`config.mk`:
```
export PLATFORM = sky130hd
export DESIGN_NAME = rss_top
export DESIGN_NICKNAME = d
export VERILOG_FILES = /design/src/verilog/rss_top.v /design/src/verilog/rss_pin_filter.v
export VERILOG_INCLUDE_DIRS = /design/src /design/src/verilog
export SDC_FILE = /design/constraint.sdc
export NUM_CORES = 1
export LEC_CHECK = 0
export ABC_AREA = 1
export BUFFER_PORTS_ARGS = -buffer_cell sky130_fd_sc_hd__buf_2
export CAP_MARGIN = 15
export CORE_UTILIZATION = 54
export DETAILED_ROUTE_END_ITERATION = 8
export PLACE_DENSITY_LB_ADDON = 0.15
export SLEW_MARGIN = 40
export SYNTH_ARGS = -nofsm -noshare
export SYNTH_HDL_FRONTEND = slang
export SYNTH_SLANG_ARGS = --single-unit
```
`constraint.sdc`:
```
create_clock -name i_mclk -period 6.9 [get_ports i_mclk]
set_clock_uncertainty 0.15 [all_clocks]
set_input_delay 1.38 -clock i_mclk [delete_from_list [all_inputs] [get_ports i_mclk]]
set_output_delay 1.38 -clock i_mclk [all_outputs]
set_load 0.05 [all_outputs]
```
`src/verilog/rss_regs.vh`:
```
// Constants for the reset source sequencer
`ifndef RSS_REGS_VH
`define RSS_REGS_VH
// Clock rate in kHz (250 MHz)
`define RSS_CLK_KHZ          250000
// Initialization phase after power-on, in ns
`define RSS_INIT_PHASE_NS    143000
`define RSS_INIT_CYC         ((`RSS_INIT_PHASE_NS * (`RSS_CLK_KHZ / 1000) + 999) / 1000)
// Start-up delays in us, RC/external clock then crystal, fuse codes 00..11
`define RSS_SUT_RC0_US       15'h0010
`define RSS_SUT_RC1_US       15'h0200
`define RSS_SUT_RC2_US       15'h0400
`define RSS_SUT_RC3_US       15'h1000
`define RSS_SUT_XT0_US       15'h0400
`define RSS_SUT_XT1_US       15'h0800
`define RSS_SUT_XT2_US       15'h1000
`define RSS_SUT_XT3_US       15'h4000
`define RSS_CYC_PER_US       (`RSS_CLK_KHZ / 1000)
// Watchdog and software reset pulse length in clocks
`define RSS_PULSE_CYC        6'h31
// Compatibility mode sampling interval and samples to trigger
`define RSS_COMPAT_DIV       3'h6
`define RSS_COMPAT_SAMPLES   2'h2
`define RSS_FAST_SAMPLES     2'h2
// Restart register byte codes
`define RSS_RESTART_B1       8'h1e
`define RSS_RESTART_B2       8'he1
`define RSS_SWRESET_B1       8'h5a
`define RSS_SWRESET_B2       8'ha5
// Reset vector
`define RSS_RESET_VECTOR     16'h0000
`endif

```
`src/verilog/rss_top.v`:
```
// Reset source sequencer: combines five reset sources into the internal reset
// Behaviour
// - Reset clears registers, ports; fetch from 0000H
// - Five sources request the internal reset
// - Power-on: 143 us init, then start-up delay
// - Start-up timer waits for brown-out clear
// - Power-on detector low reasserts reset instantly
// - Cold reset sets power-off flag
// - Active reset pin extends reset past time-out
// - Fuses and clock type select start-up delay
// - Same delay after brown-out and timed wake
// - Brown-out low asserts reset immediately
// - Brown-out recovery waits full start-up delay
// - Polarity pin selects reset pin sense
// - Compatibility: sample every six, need twelve
// - Fast: sample every clock, need two
// - Active pin enables serial programming entry
// - Watchdog time-out gives 49-clock pulse
// - Pulse drives pin unless output disabled
// - Watchdog reset sets overflow flag
// - 5AH, A5H gives pulse and software flag
// - Bad pair resets, sets both flags
// - Software reset drives pin unless disabled
// - Power-off flag writable, kept over warm reset
`timescale 1ns/1ps
module rss_top
(
  // Clock and logic reset
  input  wire        i_mclk,
  input  wire        i_srst,
  // Analog comparator levels (high = supply above trip level)
  input  wire        i_por_ok,
  input  wire        i_bod_ok,
  // Reset pin, polarity strap, pin driver
  input  wire        i_rst_pin,
  input  wire        i_reset_polarity_select,
  output reg         o_rst_pin_out,
  output reg         o_rst_pin_oe,
  output reg         o_rst_pin_pullup,
  output reg         o_rst_pin_pulldown,
  // Fuses and configuration
  input  wire [1:0]  i_startup_time_fuse,
  input  wire        i_crystal_clock,
  input  wire        i_compat_mode,
  input  wire        i_isp_fuse_enable,
  input  wire        i_reset_output_disable_aux,
  input  wire        i_reset_output_disable_wdc,
  // Timed wake request from power-down
  input  wire        i_wake_timed,
  // Watchdog time-out and restart register write
  input  wire        i_wdt_timeout,
  input  wire        i_restart_wr,
  input  wire [7:0]  i_restart_data,
  // Power-off flag software write
  input  wire        i_power_off_flag_wr,
  input  wire        i_power_off_flag_wdata,
  // Status flags and reset outputs
  output reg         o_power_off_flag,
  output reg         o_watchdog_overflow_flag,
  output reg         o_software_reset_flag,
  output reg         o_watchdog_restart,
  output reg         o_internal_reset,
  output reg         o_cpu_hold,
  output reg [15:0]  o_reset_vector,
  output reg         o_serial_programming_entry
);
`include "rss_regs.vh"

  localparam ST_OFF   = 2'h0;
  localparam ST_INIT  = 2'h1;
  localparam ST_SUT   = 2'h2;
  localparam ST_RUN   = 2'h3;

  reg  [1:0]  state;
  reg  [1:0]  next_state;
  reg  [22:0] count;
  reg  [5:0]  pulse_cnt;
  reg         have_first;
  reg  [7:0]  first_byte;
  reg         wake_run;
  reg         powered;
  wire        pin_active;
  wire        pin_reset;
  wire        rst_out_disable;
  wire [22:0] sut_cyc;
  wire        pair_done;
  wire        is_restart;
  wire        is_swreset;
  wire        any_reset;

  ////////////////////////////////////////////////////////////////////////////
  // Start-up delay in clocks for a fuse code and clock type
  function [22:0] rss_sut_cycles;
    input [1:0] fuse;
    input       xtal;
    reg   [14:0] us;
    reg   [31:0] prod;
    begin
      us = 15'h0;
      case ({xtal, fuse})
        3'h0:    us = `RSS_SUT_RC0_US;
        3'h1:    us = `RSS_SUT_RC1_US;
        3'h2:    us = `RSS_SUT_RC2_US;
        3'h3:    us = `RSS_SUT_RC3_US;
        3'h4:    us = `RSS_SUT_XT0_US;
        3'h5:    us = `RSS_SUT_XT1_US;
        3'h6:    us = `RSS_SUT_XT2_US;
        default: us = `RSS_SUT_XT3_US;
      endcase
      prod           = us * `RSS_CYC_PER_US;
      rss_sut_cycles = prod[22:0];
    end
  endfunction

  assign sut_cyc = rss_sut_cycles(i_startup_time_fuse, i_crystal_clock);

  assign pin_active = i_reset_polarity_select ? i_rst_pin : ~i_rst_pin;

  assign rst_out_disable = i_compat_mode ? i_reset_output_disable_aux
                                         : i_reset_output_disable_wdc;

  ////////////////////////////////////////////////////////////////////////////
  // Pin filter, sampling rate follows the mode
  rss_pin_filter u_pin_filter
  (
    .i_mclk        (i_mclk),
    .i_srst        (i_srst),
    .i_pin_active  (pin_active),
    .i_compat_mode (i_compat_mode),
    .o_pin_reset   (pin_reset)
  );

  ////////////////////////////////////////////////////////////////////////////
  // Power sequence next state; comparator drops win over any count, except that a brown-out drop leaves the init count running
  always @*
  begin
    next_state = state;
    case (state)
      ST_OFF:
        if (i_por_ok)
          next_state = ST_INIT;
      ST_INIT:
        if (count >= (`RSS_INIT_CYC - 1))
          next_state = ST_SUT;
      ST_SUT:
        // wait for brown-out clear and full delay
        if (i_bod_ok && count >= sut_cyc - 23'h1)
          next_state = ST_RUN;
      ST_RUN:
        if (!i_bod_ok)
          next_state = ST_SUT;
      default:
        next_state = ST_OFF;
    endcase
    if (!i_por_ok)
      next_state = ST_OFF;
  end

  // Sequence state and its counter; count restarts on every state change
  always @(posedge i_mclk)
  begin
    if (i_srst)
    begin
      state <= ST_OFF;
      count <= 23'h0;
    end
    else
    begin
      state <= next_state;
      if (next_state != state || (state == ST_SUT && !i_bod_ok) ||
          (state == ST_RUN && i_wake_timed && !wake_run))
        count <= 23'h0;
      else if (state != ST_RUN || wake_run)
        count <= count + 23'h1;
    end
  end

  // timed wake holds the CPU clock for the start-up delay
  always @(posedge i_mclk)
  begin
    if (i_srst || state != ST_RUN)
    begin
      wake_run <= 1'b0;
    end
    else if (i_wake_timed && !wake_run)
      wake_run <= 1'b1;
    else if (wake_run && count >= sut_cyc - 23'h1)
      wake_run <= 1'b0;
  end

  ////////////////////////////////////////////////////////////////////////////
  // Restart register pair decode; second write completes a pair
  assign pair_done  = i_restart_wr && have_first;
  assign is_restart = (first_byte == `RSS_RESTART_B1) && (i_restart_data == `RSS_RESTART_B2);
  assign is_swreset = (first_byte == `RSS_SWRESET_B1) && (i_restart_data == `RSS_SWRESET_B2);

  always @(posedge i_mclk)
  begin
    if (i_srst || o_internal_reset)
    begin
      have_first         <= 1'b0;
      first_byte         <= 8'h00;
      o_watchdog_restart <= 1'b0;
    end
    else
    begin
      // restart pair passed to the watchdog counter
      o_watchdog_restart <= pair_done && is_restart;
      if (i_restart_wr)
      begin
        have_first <= ~have_first;
        first_byte <= i_restart_data;
      end
    end
  end

  // pulse counter for watchdog and software resets
  always @(posedge i_mclk)
  begin
    if (i_srst)
      pulse_cnt <= 6'h0;
    else if (i_wdt_timeout || (pair_done && !is_restart))
      pulse_cnt <= `RSS_PULSE_CYC;
    else if (pulse_cnt != 6'h0)
      pulse_cnt <= pulse_cnt - 6'h1;
  end

  ////////////////////////////////////////////////////////////////////////////
  // Flags: cold power-up, watchdog time-out and pairs other than 1EH, E1H set them; only power-off is software-writable
  always @(posedge i_mclk)
  begin
    if (i_srst)
    begin
      o_power_off_flag         <= 1'b0;
      o_watchdog_overflow_flag <= 1'b0;
      o_software_reset_flag    <= 1'b0;
    end
    else
    begin
      // cold reset sets, software writes, warm reset keeps
      if (state == ST_OFF)
        o_power_off_flag <= 1'b1;
      else if (i_power_off_flag_wr)
        o_power_off_flag <= i_power_off_flag_wdata;
      if (i_wdt_timeout || (pair_done && !is_restart && !is_swreset))
        o_watchdog_overflow_flag <= 1'b1;
      if (pair_done && !is_restart)
        o_software_reset_flag <= 1'b1;
    end
  end

  ////////////////////////////////////////////////////////////////////////////
  // registered OR of all sources
  // comparators bypass sequencer, so a drop never sees a free cycle
  assign any_reset = (state != ST_RUN) || !i_por_ok || !i_bod_ok || pin_reset ||
                     (pulse_cnt != 6'h0);

  always @(posedge i_mclk)
  begin
    if (i_srst)
    begin
      powered                    <= 1'b0;
      o_internal_reset           <= 1'b1;
      o_cpu_hold                 <= 1'b1;
      o_reset_vector             <= `RSS_RESET_VECTOR;
      o_rst_pin_out              <= 1'b0;
      o_rst_pin_oe               <= 1'b0;
      o_rst_pin_pullup           <= 1'b0;
      o_rst_pin_pulldown         <= 1'b0;
      o_serial_programming_entry <= 1'b0;
    end
    else
    begin
      o_internal_reset <= any_reset;
      // clock held while the timed wake runs its delay
      o_cpu_hold       <= any_reset || wake_run;
      // fetch restarts at the reset vector
      o_reset_vector   <= `RSS_RESET_VECTOR;
      o_rst_pin_pullup   <= ~i_reset_polarity_select;
      o_rst_pin_pulldown <= i_reset_polarity_select;
      // pulse drives the pin at its active level
      o_rst_pin_oe  <= (pulse_cnt != 6'h0) && !rst_out_disable;
      o_rst_pin_out <= i_reset_polarity_select;
      // entry while pin active; fuse disables it only after power-up
      if (state == ST_RUN)
        powered <= 1'b1;
      else if (state == ST_OFF)
        powered <= 1'b0;
      o_serial_programming_entry <= pin_reset &&
                                    (i_isp_fuse_enable || !powered ||
                                     o_serial_programming_entry);
    end
  end
endmodule

```
`src/verilog/rss_pin_filter.v`:
```
// Reset pin sampler with mode-dependent sampling rate and hold filter
`timescale 1ns/1ps
module rss_pin_filter
(
  // Clock and reset
  input  wire       i_mclk,
  input  wire       i_srst,
  // Pin and mode
  input  wire       i_pin_active,
  input  wire       i_compat_mode,
  // Filtered level
  output reg        o_pin_reset
);
`include "rss_regs.vh"

  reg [2:0] div;
  reg [1:0] hits;
  wire      sample_en;
  wire [1:0] need;

  assign sample_en = i_compat_mode ? (div == 3'h0) : 1'b1;
  assign need      = i_compat_mode ? `RSS_COMPAT_SAMPLES : `RSS_FAST_SAMPLES;

  ////////////////////////////////////////////////////////////////////////////
  // Divider gives one sample enable every six clocks in compatibility mode
  always @(posedge i_mclk)
  begin
    if (i_srst || !i_compat_mode || div == (`RSS_COMPAT_DIV - 3'h1))
      div <= 3'h0;
    else
      div <= div + 3'h1;
  end

  // sample and hold
  // Two consecutive active samples assert; one inactive sample releases
  always @(posedge i_mclk)
  begin
    if (i_srst)
    begin
      hits        <= 2'h0;
      o_pin_reset <= 1'b0;
    end
    else if (sample_en)
    begin
      if (!i_pin_active)
      begin
        hits        <= 2'h0;
        o_pin_reset <= 1'b0;
      end
      else if (hits + 2'h1 >= need)
      begin
        hits        <= need;
        o_pin_reset <= 1'b1;
      end
      else
        hits <= hits + 2'h1;
    end
  end
endmodule

```
==> reports/results.env <==
VIA_COUNT=4326
WORSTSETUPSTARTPOINTTYPE='input pin'
MAPPED_CELLS=661
ROOT_BUFFER_CELL='clkbuf_8'
MAX-VDD-IR-DROP_mV=0.1191
CELL_TYPES_OCCUPYING_THE_MOST_AREA_AFTER_SYNTHESIS='dfxtp_1 (24%), ha_1 (16%), nand2_1 (8.2%), inv_1 (7.9%), nor2_1 (6.3%)'
CP.BUFFERS_INVERTERS=11
TIMING.RR.END='count[22]'
LAYOUT_COMMON_CELLS='nand2_1 (102), inv_1 (98), nor2_1 (74), dfxtp_1 (58), ha_1 (56)'
VIASPERCELL=5.181
ROUTE.ANTENNA.REMAINING_NETS=0
PLACED_CELL_AREA_UM2=5131
CLK_PIN_SLEW_WORST_PATHS_PS=70
DPL.HPWL_UM=7965
ANTENNA_DIODE_COUNT=0
PLACEABLECOREAREA_UM2=8678
CPMAXSTAGEDELAYCELL='fa_2'
CRIT_END='count[13]'
CLOCK_POWER_SHARE=0.358
WORST_HOLD_SLACK_PS=305.2
GR-USAGE-ALL-LAYERS=0.2306
POWER.SEQUENTIAL.FRACTION=0.317
RRSETUPSLACK_PS=4290
FINAL_NET_COUNT=820
FIRST_GLOBAL_VIAS=3873
PATH_DEPTH=39
LARGEST_AREA_CONTRIBUTOR_IN_THE_NETLIST='dfxtp_1'
ROWS=34
FLIP_FLOP_AND_LATCH_COUNT_AFTER_SYNTHESIS=58
FINALCRITPERIODSHARE=0.9474
DIE_HEIGHT_UM=96.27
CP_TOP_DELAY_FAMILY='adder cells'
SYNTH.DISTINCT_CELLS=42
NUMPORTBUFFERS=36
YOSYSWARNINGCOUNT=0
H-TREE-DEPTH=3
FLOORPLAN.INITIALDENSITY=0.5529
CELLINTERNALPOWER_uW=733.5
PATH_COMMON_CELL='nand2_1'
WORSTSETUPSTARTPOINT='i_startup_time_fuse[1]'
DESIGN.PORTCOUNT=53
DRC_VIOLATION_COUNT_AFTER_ROUTING=0
WORST-R2R-CELL-COUNT=10
FMAXACHIEVABLE_MHz=153.0
FINAL_PERIOD_MINUS_WORST_SETUP_SLACK_PS=6537
GLOBAL_ROUTE_TOTAL_OVERFLOW=0
SETUP_TOTAL_NEGATIVE_SLACK_PS=0
REPORT.FINAL.HOLD_VIOL_COUNT=0
DRIVE_ABOVE_1_SHARE=0.2008
DESIGN_AREA_UM2=5640
LAUNCHING_POINT_OF_THE_WORST_REG2REG_PATH='state[0]'
POWER_PER_CELL_AREA_nW_PER_UM2=196.5
PWR-SHARE-COMB=0.324
POST_SYNTH.CELL_AREA_AVG_UM2=7.259
P_SWITCHING_uW=375.0
RELSLEWSLACK=0.6532
POWER_uW=1108
CLOCK_SINK_COUNT=58
CTS_INSERTED_BUFFERS=9
WORST-SETUP-PATH-TYPE='input pin to flop'
GLOBALPLACE.CONGESTION=0.8897
NFILLCELLS=815
ROUTE.FINAL.WIRE_LENGTH_UM=10650
OVERALL_DIE_WIDTH_UM=96.27
CLOCK_INSERTION_DELAY_WORST_SKEW_PS=350
FIRST_PASS_ITERS=5
CLOCKBUFFERDEPTH=2
DIE-AREA_UM2=9267
CP_DATA_REQUIRED_TIME_PS=6990
ARRIVAL_PS=6630
FRACTION_OF_POWER_SPENT_SWITCHING_NETS=0.3383
LARGEST_NET_DEGREE_AT_THE_START_OF_GLOBAL_ROUTING=24
MAX_CAP_VIOLATIONS=0
LAYOUT_COMMONEST_CELL='nand2_1'
OUTCOME='finished clean'
GLOBAL_ROUTE_WIRE_LENGTH_BEFORE_REPAIR_UM=16650
INITIALDRTVIOLATIONCOUNT=175
P_LEAK_uW=0.002700
AREA_OVERHEAD_OF_THE_LAYOUT_RELATIVE_TO_SYNTHESIS_PCT=17.55
NETLIST.AREA_LEADER.SHARE=0.2420
TRITONCTS='done'
SLEW_OF_THE_PIN_WITH_THE_LOWEST_SLEW_MARGIN_PS=518.3
HOLDCRITPATHCLASS='flop to flop'
NETLIST_AREA_UM2=4798
CRITICAL_PATH.MAX_STAGE_DELAY_PS=520
SYNTH.YOSYS.SEQ_AREA_SHARE=0.2420
AVGROUTEDWIREPERCELL_UM=12.76
SETUP.WORST_PATH.END_CLASS='flop'
FINAL-SETUP-VIOL-COUNT=0
INITIAL_ANTENNA_VIOLATION_COUNT=0
WORST-PATH-MAX-FANOUT=6
REPORT.FINAL.SLEW_VIOL_COUNT=0
-- how the worst min path moves through the flow --
stage	from	endpoint	slack [ps]	depth (start not counted)
global route	first_byte[7]	first_byte[7]	330	2
detailed placement	powered	powered	300	2
global placement	first_byte[7]	first_byte[7]	290	2
CTS	powered	powered	310	2
finish	powered	powered	310	2
floorplan	powered	powered	270	2
-- power groups by stage --
stage	Sequential [uW]	Clock [uW]	Combinational, uW
final	352	397	359
after global routing	354	420	403
after CTS	352	405	304
after detailed placement	360	0	301
after global placement	359	0	293
after floorplan	366	0	224
-- synthesized netlist by cell type --
| library cell | count |
|---|---|
| nor3_1 | 10 |
| a211oi_1 | 1 |
| nor2_4 | 1 |
| a221oi_1 | 1 |
| nand4_1 | 19 |
| clkbuf_1 | 3 |
| nand2_2 | 4 |
| a21boi_2 | 1 |
| clkinv_1 | 2 |
| xnor2_1 | 12 |
| or2_2 | 5 |
| o22ai_1 | 1 |
| nand3_1 | 37 |
| nor4_1 | 3 |
| xor2_1 | 33 |
| buf_2 | 2 |
| nor3_2 | 2 |
| a21oi_1 | 33 |
| conb_1 | 1 |
| inv_1 | 101 |
| nor3b_2 | 1 |
| o211ai_1 | 1 |
| o311ai_0 | 1 |
| dfxtp_1 | 58 |
| nor2_1 | 81 |
| and3_1 | 1 |
| o41ai_1 | 1 |
| o21a_1 | 1 |
| ha_1 | 62 |
| o211a_1 | 1 |
| nand2_1 | 105 |
| nor2_2 | 21 |
| nand3b_1 | 1 |
| nand3_2 | 3 |
| fa_1 | 10 |
| a21oi_2 | 1 |
| buf_4 | 17 |
| o21ai_0 | 18 |
| nor3b_1 | 1 |
| buf_6 | 2 |
| inv_2 | 1 |
| o21bai_1 | 1 |
-- tightest hold or removal path, delay by kind of cell, from the launching register on --
family	cells	cell delay [ps]
AOI/OAI and AO/OA	1	50
buffers and inverters	1	60
DFF	1	300
-- timing repair --
action,in CTS,in global routing
hold endpoints to repair,0,0
hold buffers,0,0
setup buffers,0,4
gates resized for setup,0,37
endpoints found under the setup margin,0,23
-- metrics by stage --
step,cells,worst slack (ps),utilization
final,835,362.8,0.6499
after global routing,835,-21.73,0.6499
after CTS,828,281.7,0.6200
after detailed placement,812,-68.77,0.5913
after global placement,812,19.02,0.5913
after floorplan,676,83.59,-
-- per-layer routing --
metal  global-route usage  part of all wire  up-vias
met2               0.4173              0.50       92
met1               0.2751              0.45     2014
met5                    0                 0        -
li1                     -                 -     2204
met4              0.07960             0.012        0
met3              0.03476             0.034       16
-- state kept, by name, summed over array words and instances (netlist names), 2 cells and up --
register,cells
u_pin_filter.div,3
pulse_cnt,6
u_pin_filter.hits,2
count,23
state,2
first_byte,8
-- logic make-up after synthesis --
kind of cell / Yosys count / share of synthesized area
fa+ha+maj: 72 / 0.2034
buf+inv: 128 / 0.1171
flops: 58 / 0.2420
xor+xnor: 45 / 0.08214
simple gates: 295 / 0.2821
other cells: 1 / 0.0007815
compound gates: 62 / 0.07250
-- layout make-up --
cell class | count | area (um^2) | share of cell area
inverters | 104 | 394.1 | 0.06988
clock buffers | 9 | 123.9 | 0.02196
multi-input cells | 490 | 3297 | 0.5845
well taps | 108 | 135.1 | 0.02396
repair buffers | 59 | 404.1 | 0.07165
flip-flops and latches | 58 | 1161 | 0.2059
clock inverters | 7 | 125.1 | 0.02218
Power figures use the tool's default switching activity.
